$ cat src/design/ops_defs.svh
// Purpose: constants of the order pair sequencer
// Assumes: 40-bit order word, 10-bit instructions and addresses
// Notes: opcode values are local choices
`ifndef OPS_DEFS_SVH
`define OPS_DEFS_SVH

// Register byte offsets
`define OPS_REG_CTRL 8'h00
`define OPS_REG_STATUS 8'h04
`define OPS_REG_COUNTER 8'h08
`define OPS_REG_DECODE 8'h0C
`define OPS_REG_OWR_LO 8'h10
`define OPS_REG_OWR_HI 8'h14

// Field positions in the order word
`define OPS_LI_HI 9
`define OPS_LI_LO 0
`define OPS_LA_HI 19
`define OPS_LA_LO 10
`define OPS_RI_HI 29
`define OPS_RI_LO 20
`define OPS_RA_HI 39
`define OPS_RA_LO 30

// Reset values and counter step
`define OPS_RST_CC 10'h000
`define OPS_RST_OWR 40'h00_0000_0000
`define OPS_RST_DEC 10'h000
`define OPS_CC_STEP 10'h001

// Instruction codes decoded by the sequencer
`define OPS_OP_U 10'h001
`define OPS_OP_UP 10'h002
`define OPS_OP_C 10'h003
`define OPS_OP_CP 10'h004
`define OPS_OP_XFER 10'h005
`define OPS_OP_STOP 10'h006

`endif

$ cat src/design/ops_pkg.sv
// Purpose: types of the order pair sequencer
// Assumes: constants from ops_defs.svh
// Notes: one struct carries all sequencer state
`include "ops_defs.svh"
package ops_pkg;

  typedef enum logic [1:0] {PH_STEP, PH_FMU, PH_EXEC} ops_phase_type;

  typedef struct packed {
    logic a;
    logic b;
    logic c;
    ops_phase_type ph;
    logic run;
    logic jtak;
    logic jprim;
    logic [9:0] cc;
    logic [39:0] owr;
    logic [9:0] dec;
    logic mem_req;
    logic [9:0] mem_addr;
    logic fmu;
    logic exec_start;
    logic lgate;
    logic rgate;
    logic agate;
    logic dload;
    logic pready;
    logic pslverr;
    logic [31:0] prdata;
  } ops_state_type;

endpackage : ops_pkg

$ cat src/design/ops_dec_if.sv
// Purpose: link between sequencer and order decoder
// Assumes: one clock domain, purely combinational decode
// Notes: none
`timescale 1ns/1ps
interface ops_dec_if;
  logic [9:0] instr;
  logic acc_sign;
  logic left_taken;
  logic right_taken;
  logic xfer;
  logic stop;
  modport dec
  (
    input instr, acc_sign,
    output left_taken, right_taken, xfer, stop
  );
  modport seq
  (
    output instr, acc_sign,
    input left_taken, right_taken, xfer, stop
  );
endinterface : ops_dec_if

$ cat src/design/ops_decoder.sv
// Purpose: decode jump, address-transfer and stop orders
// Assumes: instruction word presented on the interface
// Notes: conditional forms look only at the accumulator sign
`timescale 1ns/1ps
`include "ops_defs.svh"
module ops_decoder
  import ops_pkg::*;
(
  // Decoder side
  ops_dec_if.dec d
);

  ////////////////////////////////////////////////////////////////
  // [RULE13] jump taken decode
  // [RULE10] conditional only on sign zero
  assign d.left_taken = (d.instr == `OPS_OP_U) | ((d.instr == `OPS_OP_C) & ~d.acc_sign);
  assign d.right_taken = (d.instr == `OPS_OP_UP) | ((d.instr == `OPS_OP_CP) & ~d.acc_sign);
  assign d.xfer = (d.instr == `OPS_OP_XFER);
  assign d.stop = (d.instr == `OPS_OP_STOP);

endmodule : ops_decoder

$ cat src/design/ops_sequencer.sv
// Purpose: order pair sequencer with APB register access
// Assumes: mem_done and exec_done are one-cycle pulses
// Notes: flags a, b, c step through the fetch/gate/execute cycle
// Notes on behaviour
// [RULE1] In state a0 b0 c1 the left-instruction gate is asserted.
// [RULE2] Decode-load strobe is left gate, or right gate with address gate.
// [RULE3] Strobe plus execute permit clears the control flag to operate.
// [RULE4] Entering operate starts execution and loads a with not b.
// [RULE5] Execution completion sets the control flag back to one.
// [RULE6] In state a1 b0 c1 the second flag is set.
// [RULE7] In state a1 b1 c1 bits 20-29 go to decode, 30-39 to 10-19.
// [RULE8] After the right instruction the flags return to a0 b1 c1.
// [RULE9] Four jumps: unprimed resume left, primed resume right.
// [RULE10] Conditional jumps are taken only when accumulator sign is zero.
// [RULE11] A taken jump loads the counter and marks the pair as done.
// [RULE12] Address-transfer and stop orders load the counter first.
// [RULE13] Decoder raises left or right jump-taken signals.
// [RULE14] A taken jump forces b to one and a to zero on operate.
// [RULE15] False memory use requests one cycle loading the counter.
// [RULE16] After that cycle control returns, then the target pair is fetched.
// [RULE17] Unprimed jump clears b after the target fetch.
// [RULE18] Primed jump sets a after the target fetch, then right gates.
// [RULE19] Fetch loads the pair at the counter and increments it.
// [RULE20] Left gate copies bits 0-9 into the decode register.
// [RULE21] Flags update on one clock; reset gives a0 b1 c1.
`timescale 1ns/1ps
`include "ops_defs.svh"
module ops_sequencer
  import ops_pkg::*;
(
  // APB
  input wire logic pclk,
  input wire logic presetn,
  input wire logic psel,
  input wire logic penable,
  input wire logic pwrite,
  input wire logic [7:0] paddr,
  input wire logic [31:0] pwdata,
  output logic [31:0] prdata,
  output logic pready,
  output logic pslverr,
  // Memory synchronizer
  output logic mem_req,
  output logic [9:0] mem_addr,
  output logic false_use_memory,
  input wire logic mem_done,
  input wire logic [39:0] mem_rdata,
  // Arithmetic unit
  input wire logic accumulator_sign,
  input wire logic execute_start_permit,
  output logic exec_start,
  input wire logic exec_done,
  output logic [9:0] instruction_decode_register,
  // Gates
  output logic left_gate,
  output logic right_gate,
  output logic addr_gate,
  output logic decode_load_strobe
);

  ////////////////////////////////////////////////////////////////
  // State and decoder
  ops_state_type s, n;
  ops_dec_if dif ();
  logic [9:0] gate_word;
  logic [9:0] gate_addr;
  logic taken;
  logic wr_en;

  assign gate_word = s.a ? s.owr[`OPS_RI_HI:`OPS_RI_LO] : s.owr[`OPS_LI_HI:`OPS_LI_LO];
  assign gate_addr = s.a ? s.owr[`OPS_RA_HI:`OPS_RA_LO] : s.owr[`OPS_LA_HI:`OPS_LA_LO];
  // Decode the word being gated so the jump is known on operate entry
  assign dif.instr = gate_word;
  assign dif.acc_sign = accumulator_sign;
  assign taken = dif.left_taken | dif.right_taken;
  assign wr_en = psel & penable & s.pready & pwrite;

  ops_decoder u_dec
  (
    .d(dif.dec)
  );

  ////////////////////////////////////////////////////////////////
  // Next state
  always_comb
  begin
    n = s;
    n.exec_start = 1'b0;
    n.pready = psel & ~penable;
    n.pslverr = 1'b0;
    if (psel & ~penable)
    begin
      case (paddr)
        `OPS_REG_CTRL: n.prdata = {31'h0000_0000, s.run};
        `OPS_REG_STATUS: n.prdata = {24'h00_0000, s.jprim, s.jtak, s.fmu, s.mem_req, s.ph == PH_EXEC, s.a, s.b, s.c};
        `OPS_REG_COUNTER: n.prdata = {22'h00_0000, s.cc};
        `OPS_REG_DECODE: n.prdata = {22'h00_0000, s.dec};
        `OPS_REG_OWR_LO: n.prdata = {12'h000, s.owr[`OPS_LA_HI:`OPS_LI_LO]};
        `OPS_REG_OWR_HI: n.prdata = {12'h000, s.owr[`OPS_RA_HI:`OPS_RI_LO]};
        default:
        begin
          n.prdata = 32'h0000_0000;
          n.pslverr = 1'b1;
        end
      endcase
    end
    if (wr_en & (paddr == `OPS_REG_CTRL))
    begin
      n.run = pwdata[0];
    end
    // Counter is only writable while stopped, so no race with fetch
    if (wr_en & (paddr == `OPS_REG_COUNTER) & ~s.run)
    begin
      n.cc = pwdata[9:0];
    end
    // [RULE21] single synchronous flag update
    case (s.ph)
      PH_STEP:
      begin
        if (s.run & s.c)
        begin
          case ({s.a, s.b})
            2'b01:
            begin
              // [RULE19] fetch pair and step counter
              if (~s.mem_req)
              begin
                n.mem_req = 1'b1;
                n.mem_addr = s.cc;
              end
              else if (mem_done)
              begin
                n.mem_req = 1'b0;
                n.owr = mem_rdata;
                n.cc = s.cc + `OPS_CC_STEP;
                n.jtak = 1'b0;
                // [RULE18] primed jump goes to right gate
                if (s.jtak & s.jprim)
                begin
                  n.a = 1'b1;
                end
                // [RULE17] unprimed and normal go left
                else
                begin
                  n.b = 1'b0;
                end
              end
            end
            2'b10:
            begin
              // [RULE6] select right instruction
              n.b = 1'b1;
            end
            default:
            begin
              // [RULE3] strobe and permit enter operate
              if (s.dload & execute_start_permit)
              begin
                n.c = 1'b0;
                // [RULE20] left gate copy
                // [RULE7] right gate copy
                n.dec = gate_word;
                if (s.a)
                begin
                  n.owr[`OPS_LA_HI:`OPS_LA_LO] = s.owr[`OPS_RA_HI:`OPS_RA_LO];
                end
                // [RULE4] a takes inverse of b
                n.a = ~s.b;
                // [RULE14] jump forces b high, a low
                // [RULE11] pair marked done
                if (taken)
                begin
                  n.a = 1'b0;
                  n.b = 1'b1;
                  n.jtak = 1'b1;
                  // [RULE9] primed forms resume right
                  n.jprim = dif.right_taken;
                end
                // [RULE15] false memory use on jump, transfer, stop
                // [RULE12] address field to counter first
                if (taken | dif.xfer | dif.stop)
                begin
                  n.fmu = 1'b1;
                  n.mem_req = 1'b1;
                  n.mem_addr = gate_addr;
                  n.ph = PH_FMU;
                end
                else
                begin
                  n.exec_start = 1'b1;
                  n.ph = PH_EXEC;
                end
              end
            end
          endcase
        end
      end
      PH_FMU:
      begin
        if (mem_done)
        begin
          n.cc = s.mem_addr;
          n.mem_req = 1'b0;
          n.fmu = 1'b0;
          // [RULE16] back to control, then target fetch
          if (s.jtak)
          begin
            n.c = 1'b1;
            n.ph = PH_STEP;
          end
          else
          begin
            n.exec_start = 1'b1;
            n.ph = PH_EXEC;
          end
        end
      end
      PH_EXEC:
      begin
        // [RULE5] completion returns control
        // [RULE8] after right order flags are a0 b1 c1
        if (exec_done)
        begin
          n.c = 1'b1;
          n.ph = PH_STEP;
        end
      end
      default:
      begin
        n.ph = PH_STEP;
      end
    endcase
    // [RULE1] left gate in a0 b0 c1
    n.lgate = n.run & n.c & ~n.a & ~n.b & (n.ph == PH_STEP);
    n.rgate = n.run & n.c & n.a & n.b & (n.ph == PH_STEP);
    n.agate = n.rgate;
    // [RULE2] decode-load strobe
    n.dload = n.lgate | (n.rgate & n.agate);
  end

  ////////////////////////////////////////////////////////////////
  // Registers
  always_ff @(posedge pclk or negedge presetn)
  begin
    if (!presetn)
    begin
      // [RULE21] reset into fetch state
      s <= '{a: 1'b0, b: 1'b1, c: 1'b1, ph: PH_STEP, run: 1'b0, jtak: 1'b0, jprim: 1'b0,
             cc: `OPS_RST_CC, owr: `OPS_RST_OWR, dec: `OPS_RST_DEC, mem_req: 1'b0,
             mem_addr: `OPS_RST_CC, fmu: 1'b0, exec_start: 1'b0, lgate: 1'b0, rgate: 1'b0,
             agate: 1'b0, dload: 1'b0, pready: 1'b0, pslverr: 1'b0, prdata: 32'h0000_0000};
    end
    else
    begin
      s <= n;
    end
  end

  assign prdata = s.prdata;
  assign pready = s.pready;
  assign pslverr = s.pslverr;
  assign mem_req = s.mem_req;
  assign mem_addr = s.mem_addr;
  assign false_use_memory = s.fmu;
  assign exec_start = s.exec_start;
  assign instruction_decode_register = s.dec;
  assign left_gate = s.lgate;
  assign right_gate = s.rgate;
  assign addr_gate = s.agate;
  assign decode_load_strobe = s.dload;
endmodule : ops_sequencer

$ cat config.mk
export PLATFORM = sky130hd
export DESIGN_NAME = ops_sequencer
export DESIGN_NICKNAME = d
export VERILOG_FILES = /design/src/design/ops_pkg.sv /design/src/design/ops_dec_if.sv /design/src/design/ops_decoder.sv /design/src/design/ops_sequencer.sv
export VERILOG_INCLUDE_DIRS = /design/src /design/src/design
export SDC_FILE = /design/constraint.sdc
export NUM_CORES = 1
export LEC_CHECK = 0
export BUFFER_PORTS_ARGS = -buffer_cell sky130_fd_sc_hd__buf_4
export CAP_MARGIN = 20
export CORE_ASPECT_RATIO = 1.1
export CORE_MARGIN = 3
export CORE_UTILIZATION = 49
export CTS_BUF_LIST = sky130_fd_sc_hd__clkbuf_4 sky130_fd_sc_hd__clkbuf_8 sky130_fd_sc_hd__clkbuf_16
export CTS_CLUSTER_SIZE = 8
export DETAILED_ROUTE_END_ITERATION = 8
export PLACE_DENSITY = 0.77
export SYNTH_ARGS = -nofsm -noshare
export SYNTH_HDL_FRONTEND = slang
export SYNTH_HIERARCHICAL = 1
export SYNTH_SLANG_ARGS = --single-unit
$ cat constraint.sdc
create_clock -name pclk -period 3.4 [get_ports pclk]
set_input_delay 0.34 -clock pclk [delete_from_list [all_inputs] [get_ports pclk]]
set_output_delay 0.34 -clock pclk [all_outputs]
set_load 0.1 [all_outputs]
After elaboration in Yosys (flattened, before gate mapping)
Index checks and enable logic that the tools add are counted.
{"block": "op_classes", "add_sub_neg": 1, "n_eq_ne": 26, "n_mux": 52, "bitwise": 33, "reduce_logical": 17}
{"cell": "$pmux 20 s6", "count": 1}
{"cell": "$mux 50", "count": 2}
{"cell": "$mux 10", "count": 8}
{"cell": "$mux 73", "count": 1}
{"cell": "$pmux 10 s2", "count": 2}
{"cell": "$mux 33", "count": 1}
{"cell": "$eq 10x3->1 const B", "count": 3}
{"cell": "$mux 30", "count": 1}
{"cell": "$reduce_and 6->1", "count": 4}
{"cell": "$mux 23", "count": 1}
{"cell": "$pmux 11 s2", "count": 1}
{"cell": "$eq 10x2->1 const B", "count": 2}
{"cell": "$mux 2", "count": 10}
{"cell": "$and 1x1->1", "count": 19}
{"cell": "$ne 2x2->1 const B", "count": 9}
{"cell": "$eq 8x4->1 const B", "count": 2}
{"cell": "$eq 8x5->1 const B", "count": 2}
{"cell": "$mux 12", "count": 1}
{"cell": "$mux 1", "count": 11}
{"cell": "$add 10x1->10 const B", "count": 1}
{"cell": "$eq 10x1->1 const B", "count": 1}
{"cell": "$mux 5", "count": 2}
{"cell": "$reduce_and 5->1", "count": 2}
{"cell": "$mux 3", "count": 3}
{"cell": "other kinds (17)", "count": 39}
{"block": "totals", "reg_bits": 118, "input_bits": 89, "out_inout_bits": 61, "elab_cells": 150}

Longest topological paths before layout
{"block": "logic_depth", "ltp_word": 17, "depth_mapped": 11}

Hierarchy
Netlist, hierarchy kept.
{"module": "ops_sequencer", "instances": 1, "cells_each": 648, "area_each_um2": 5883.1, "seq_area_each_um2": 2655.0}
{"module": "ops_decoder", "instances": 1, "cells_each": 11, "area_each_um2": 85.1, "seq_area_each_um2": 0.0}

Least setup slack after synthesis
Ideal clock, no wire load.
{"block": "synth_timing", "kind": "reg-to-reg", "startpoint": "register s[118] (netlist bit)", "endpoint": "register s (netlist bit decode_load_strobe)", "setup_time_ns": 0.078, "arrival_ns": 3.378, "setup_slack_ns": -0.055, "path_stages_with_launch": 11, "synth_period_minus_slack_ns": 3.455, "cell_sequence": "dfrtp_1 clkbuf_1 clkbuf_1 mux2_2 or4_4 a2111oi_2 nor4_1 nand4_1 a32oi_1 or4b_4 a21oi_1"}
{"element": "start, declared", "line_no": "ops_sequencer.sv:63", "rtl": "ops_state_type s, n;"}
{"element": "start signal, assigned", "line_no": "ops_sequencer.sv:248", "rtl": "s <= '{a: 1'b0, b: 1'b1, c: 1'b1, ph: PH_STEP, run: 1'b0, jtak: 1'b0, jprim: 1'b0,"}
{"element": "start signal, assigned", "line_no": "ops_sequencer.sv:255", "rtl": "s <= n;"}

==> results.json <==
{
  "diodes": 0,
  "highest_layer": "met5",
  "vias_per_cell": 5.815,
  "peakVddDrop_uv": 256.0,
  "synth_edf_count": 0,
  "overflow": 0,
  "synth_warnings": 6,
  "grt_usage_pct": 24.53,
  "final.period_utilization_pct": 92.66,
  "synthDistinctLibCells": 57,
  "drt_wl_total_um": 16550,
  "rows": 41,
  "maxSlewViolCount": 0,
  "fin_skew_ns": 0.01364,
  "min-delay-path-class": "primary input to async pin",
  "wl_met3_um": 1184,
  "hpwl_um": 11880,
  "cp-start-kind": "register",
  "die_h_um": 121.8,
  "fin_tns_setup_ns": 0,
  "clock_path_buffers": 2,
  "first_pass_iters": 6,
  "cts_made_buffers": 9,
  "cp-startpoint": "s[118]",
  "worst_pin_slew_ns": 0.9304,
  "r2r_start": "s[118]",
  "antenna_found_initial": 1,
  "holdWs_ns": 0.06043,
  "cts_htree_levels": 3,
  "ys_top_cells_by_area": "dfrtp_1 44%, nand2_1 9.1%, buf_4 6.7%",
  "slew_headroom_pct": 37.98,
  "r2r_cells": 9,
  "synth_area_mm2": 0.005968,
  "grt_max_degree": 107,
  "post-cts-setup-buffers": 0,
  "ant_nets": 0,
  "place_congestion": 0.9658,
  "num_vias": 5065,
  "required_ns": 3.67,
  "drive_gt1_share_pct": 25.94,
  "final_nets": 810,
  "async_reset_ff_share_pct": 100.0,
  "arrival_ns": 3.42,
  "drc_errors": 0,
  "cts_sinks": 106,
  "p_leak_nw": 3.304,
  "ctsHoldBuffers": 0,
  "portBuffers": 115,
  "wl_met2_um": 8326,
  "path_class": "register to register",
  "rr_endpoint": "decode_load_strobe",
  "ys_seq_area_share_pct": 44.49,
  "drtIter0Drc": 416,
  "fmax_mhz": 317.4,
  "clk_pin_slew_ns": 0.07,
  "status": "finished clean",
  "ys_ff_latch": 106,
  "synth_cells": 659,
  "die_area_mm2": 0.01354,
  "finalSetupViolations": 0,
  "grt_pass1_wl_um": 26340,
  "post_synth.cell_area_avg_um2": 9.056,
  "clk_latency_ns": 0.36,
  "cts_tree": "built",
  "cp_max_fo": 11,
  "initial_core_util_pct": 51.03,
  "wl_per_cell_um": 19.00,
  "core_area_mm2": 0.01170,
  "reg2reg_slack_ns": 0.25,
  "maxCapViolations": 0,
  "io_pins": 150,
  "drt-met1-wl_um": 6513,
  "syn_to_final_growth_pct": 15.95,
  "synth_flop_cell": "dfrtp_1",
  "die_w_um": 111.2,
  "fin_crit_ns": 3.150,
  "cts-root-buf": "clkbuf_16",
  "rsz0062_at_grt": "no",
  "synth_top_area_share_pct": 43.61,
  "grt_pass1_vias": 5031,
  "p_per_area_mw_per_mm2": 377.0,
  "synth_top_cell_by_area": "dfrtp_1",
  "worstSetupEndpointType": "register",
  "hold_viol": 0
}
-- worst max path at each step --
stage	cells past startpoint	end	slack, ns
detailed placement	8	decode_load_strobe	0.19
finish	9	decode_load_strobe	0.25
global placement	8	decode_load_strobe	0.29
floorplan	10	decode_load_strobe	0.08
global route	9	decode_load_strobe	0.1
CTS	9	decode_load_strobe	0.16
-- metal layers --
metal,vias up,GRT usage (%)
met5,-,0
met4,2,11.41
met3,40,4.024
met2,241,42.23
met1,2442,30.40
li1,2340,-
-- synth_stat cells (all sizes together) (2+ instances only) --
cell,count
or3,3
nand4,5
o221ai,3
and2b,2
a22o,2
o21ai,42
xor2,4
or4b,3
a21oi,48
buf,57
inv,9
xnor2,2
mux2,30
o22ai,2
nor2b,2
a31oi,2
nand3,10
ha,4
clkbuf,34
and2,2
nand2,144
mux2i,39
nor3,9
or4,3
a211oi,9
dfstp,2
a211o,2
dfrtp,104
nor4,4
nand2b,4
a2111oi,2
a22oi,14
nor2,40
o211ai,3
-- what timing repair did --
item	CTS	global route
hold endpoints to repair	0	0
endpoints found under the setup margin	0	1
resized for setup	0	1
-- layout by cell type, fill, tap and decap left out, types with 12 or more instances in the layout --
master / instances
nand2_1: 144
buf_4: 126
dfrtp_1: 103
a21oi_1: 48
o21ai_0: 42
mux2i_1: 39
nor2_1: 39
mux2_2: 30
a22oi_1: 14
conb_1: 12
-- sequential cells by signal, indices dropped and copies added (netlist names) --
signal                       count
s                               58
prdata                          20
pready                           1
false_use_memory                 1
decode_load_strobe               1
pslverr                          1
left_gate                        1
addr_gate                        1
exec_start                       1
mem_addr                        10
mem_req                          1
instruction_decode_register     10
-- worst max-delay path, cell delays in order, from the launching register on --
cell and delay, ns:
dfrtp_2 0.53, mux2_2 0.39, or4_4 0.58, a2111oi_2 0.44
buf_4 0.20, nor2_1 0.05, a311o_1 0.31, a21oi_1 0.26
o211ai_1 0.17, a21oi_1 0.15
-- per-stage QoR --
stage	util (%)	power, mW	instances	area, um2	setup WS, ns
3_3_place_gp	56.68	1.570	856	6629	0.2899
3_5_place_dp	56.68	1.576	856	6629	0.1936
5_1_grt	59.17	2.685	871	6920	0.09855
4_1_cts	59.16	2.611	871	6919	0.1561
2_1_floorplan	-	1.470	670	6011	0.08073
6_report	59.17	2.609	871	6920	0.2495
-- final cells by class --
type	count	area [um2]
multi-input combinational	464	2786
clock inverter	6	65.06
clock buffer	9	225.2
timing repair buffer	127	965.9
fill	1029	4776
inverter	9	33.78
tap	150	187.7
sequential	106	2656
-- report_power, final --
group	internal (mW)	leakage [nW]	total, mW	switching (mW)
logic	0.0858	1.69	0.275	0.189
registers	1.27	1.47	1.28	0.0105
clock network	0.570	0.142	1.05	0.484
total	1.93	3.30	2.61	0.683
-- logic make-up after synthesis --
family	Yosys count	share of synthesized area [%]
DFF	106	44.49
AOI/OAI and AO/OA	135	13.63
adders and majority gates	4	0.8386
other	1	0.06283
xor gates and xnor gates	6	0.8805
buffers and inverters	100	9.643
and+or+nand+nor	237	17.88
muxes	70	12.58
No activity file was read; power rests on OpenSTA's default activity.
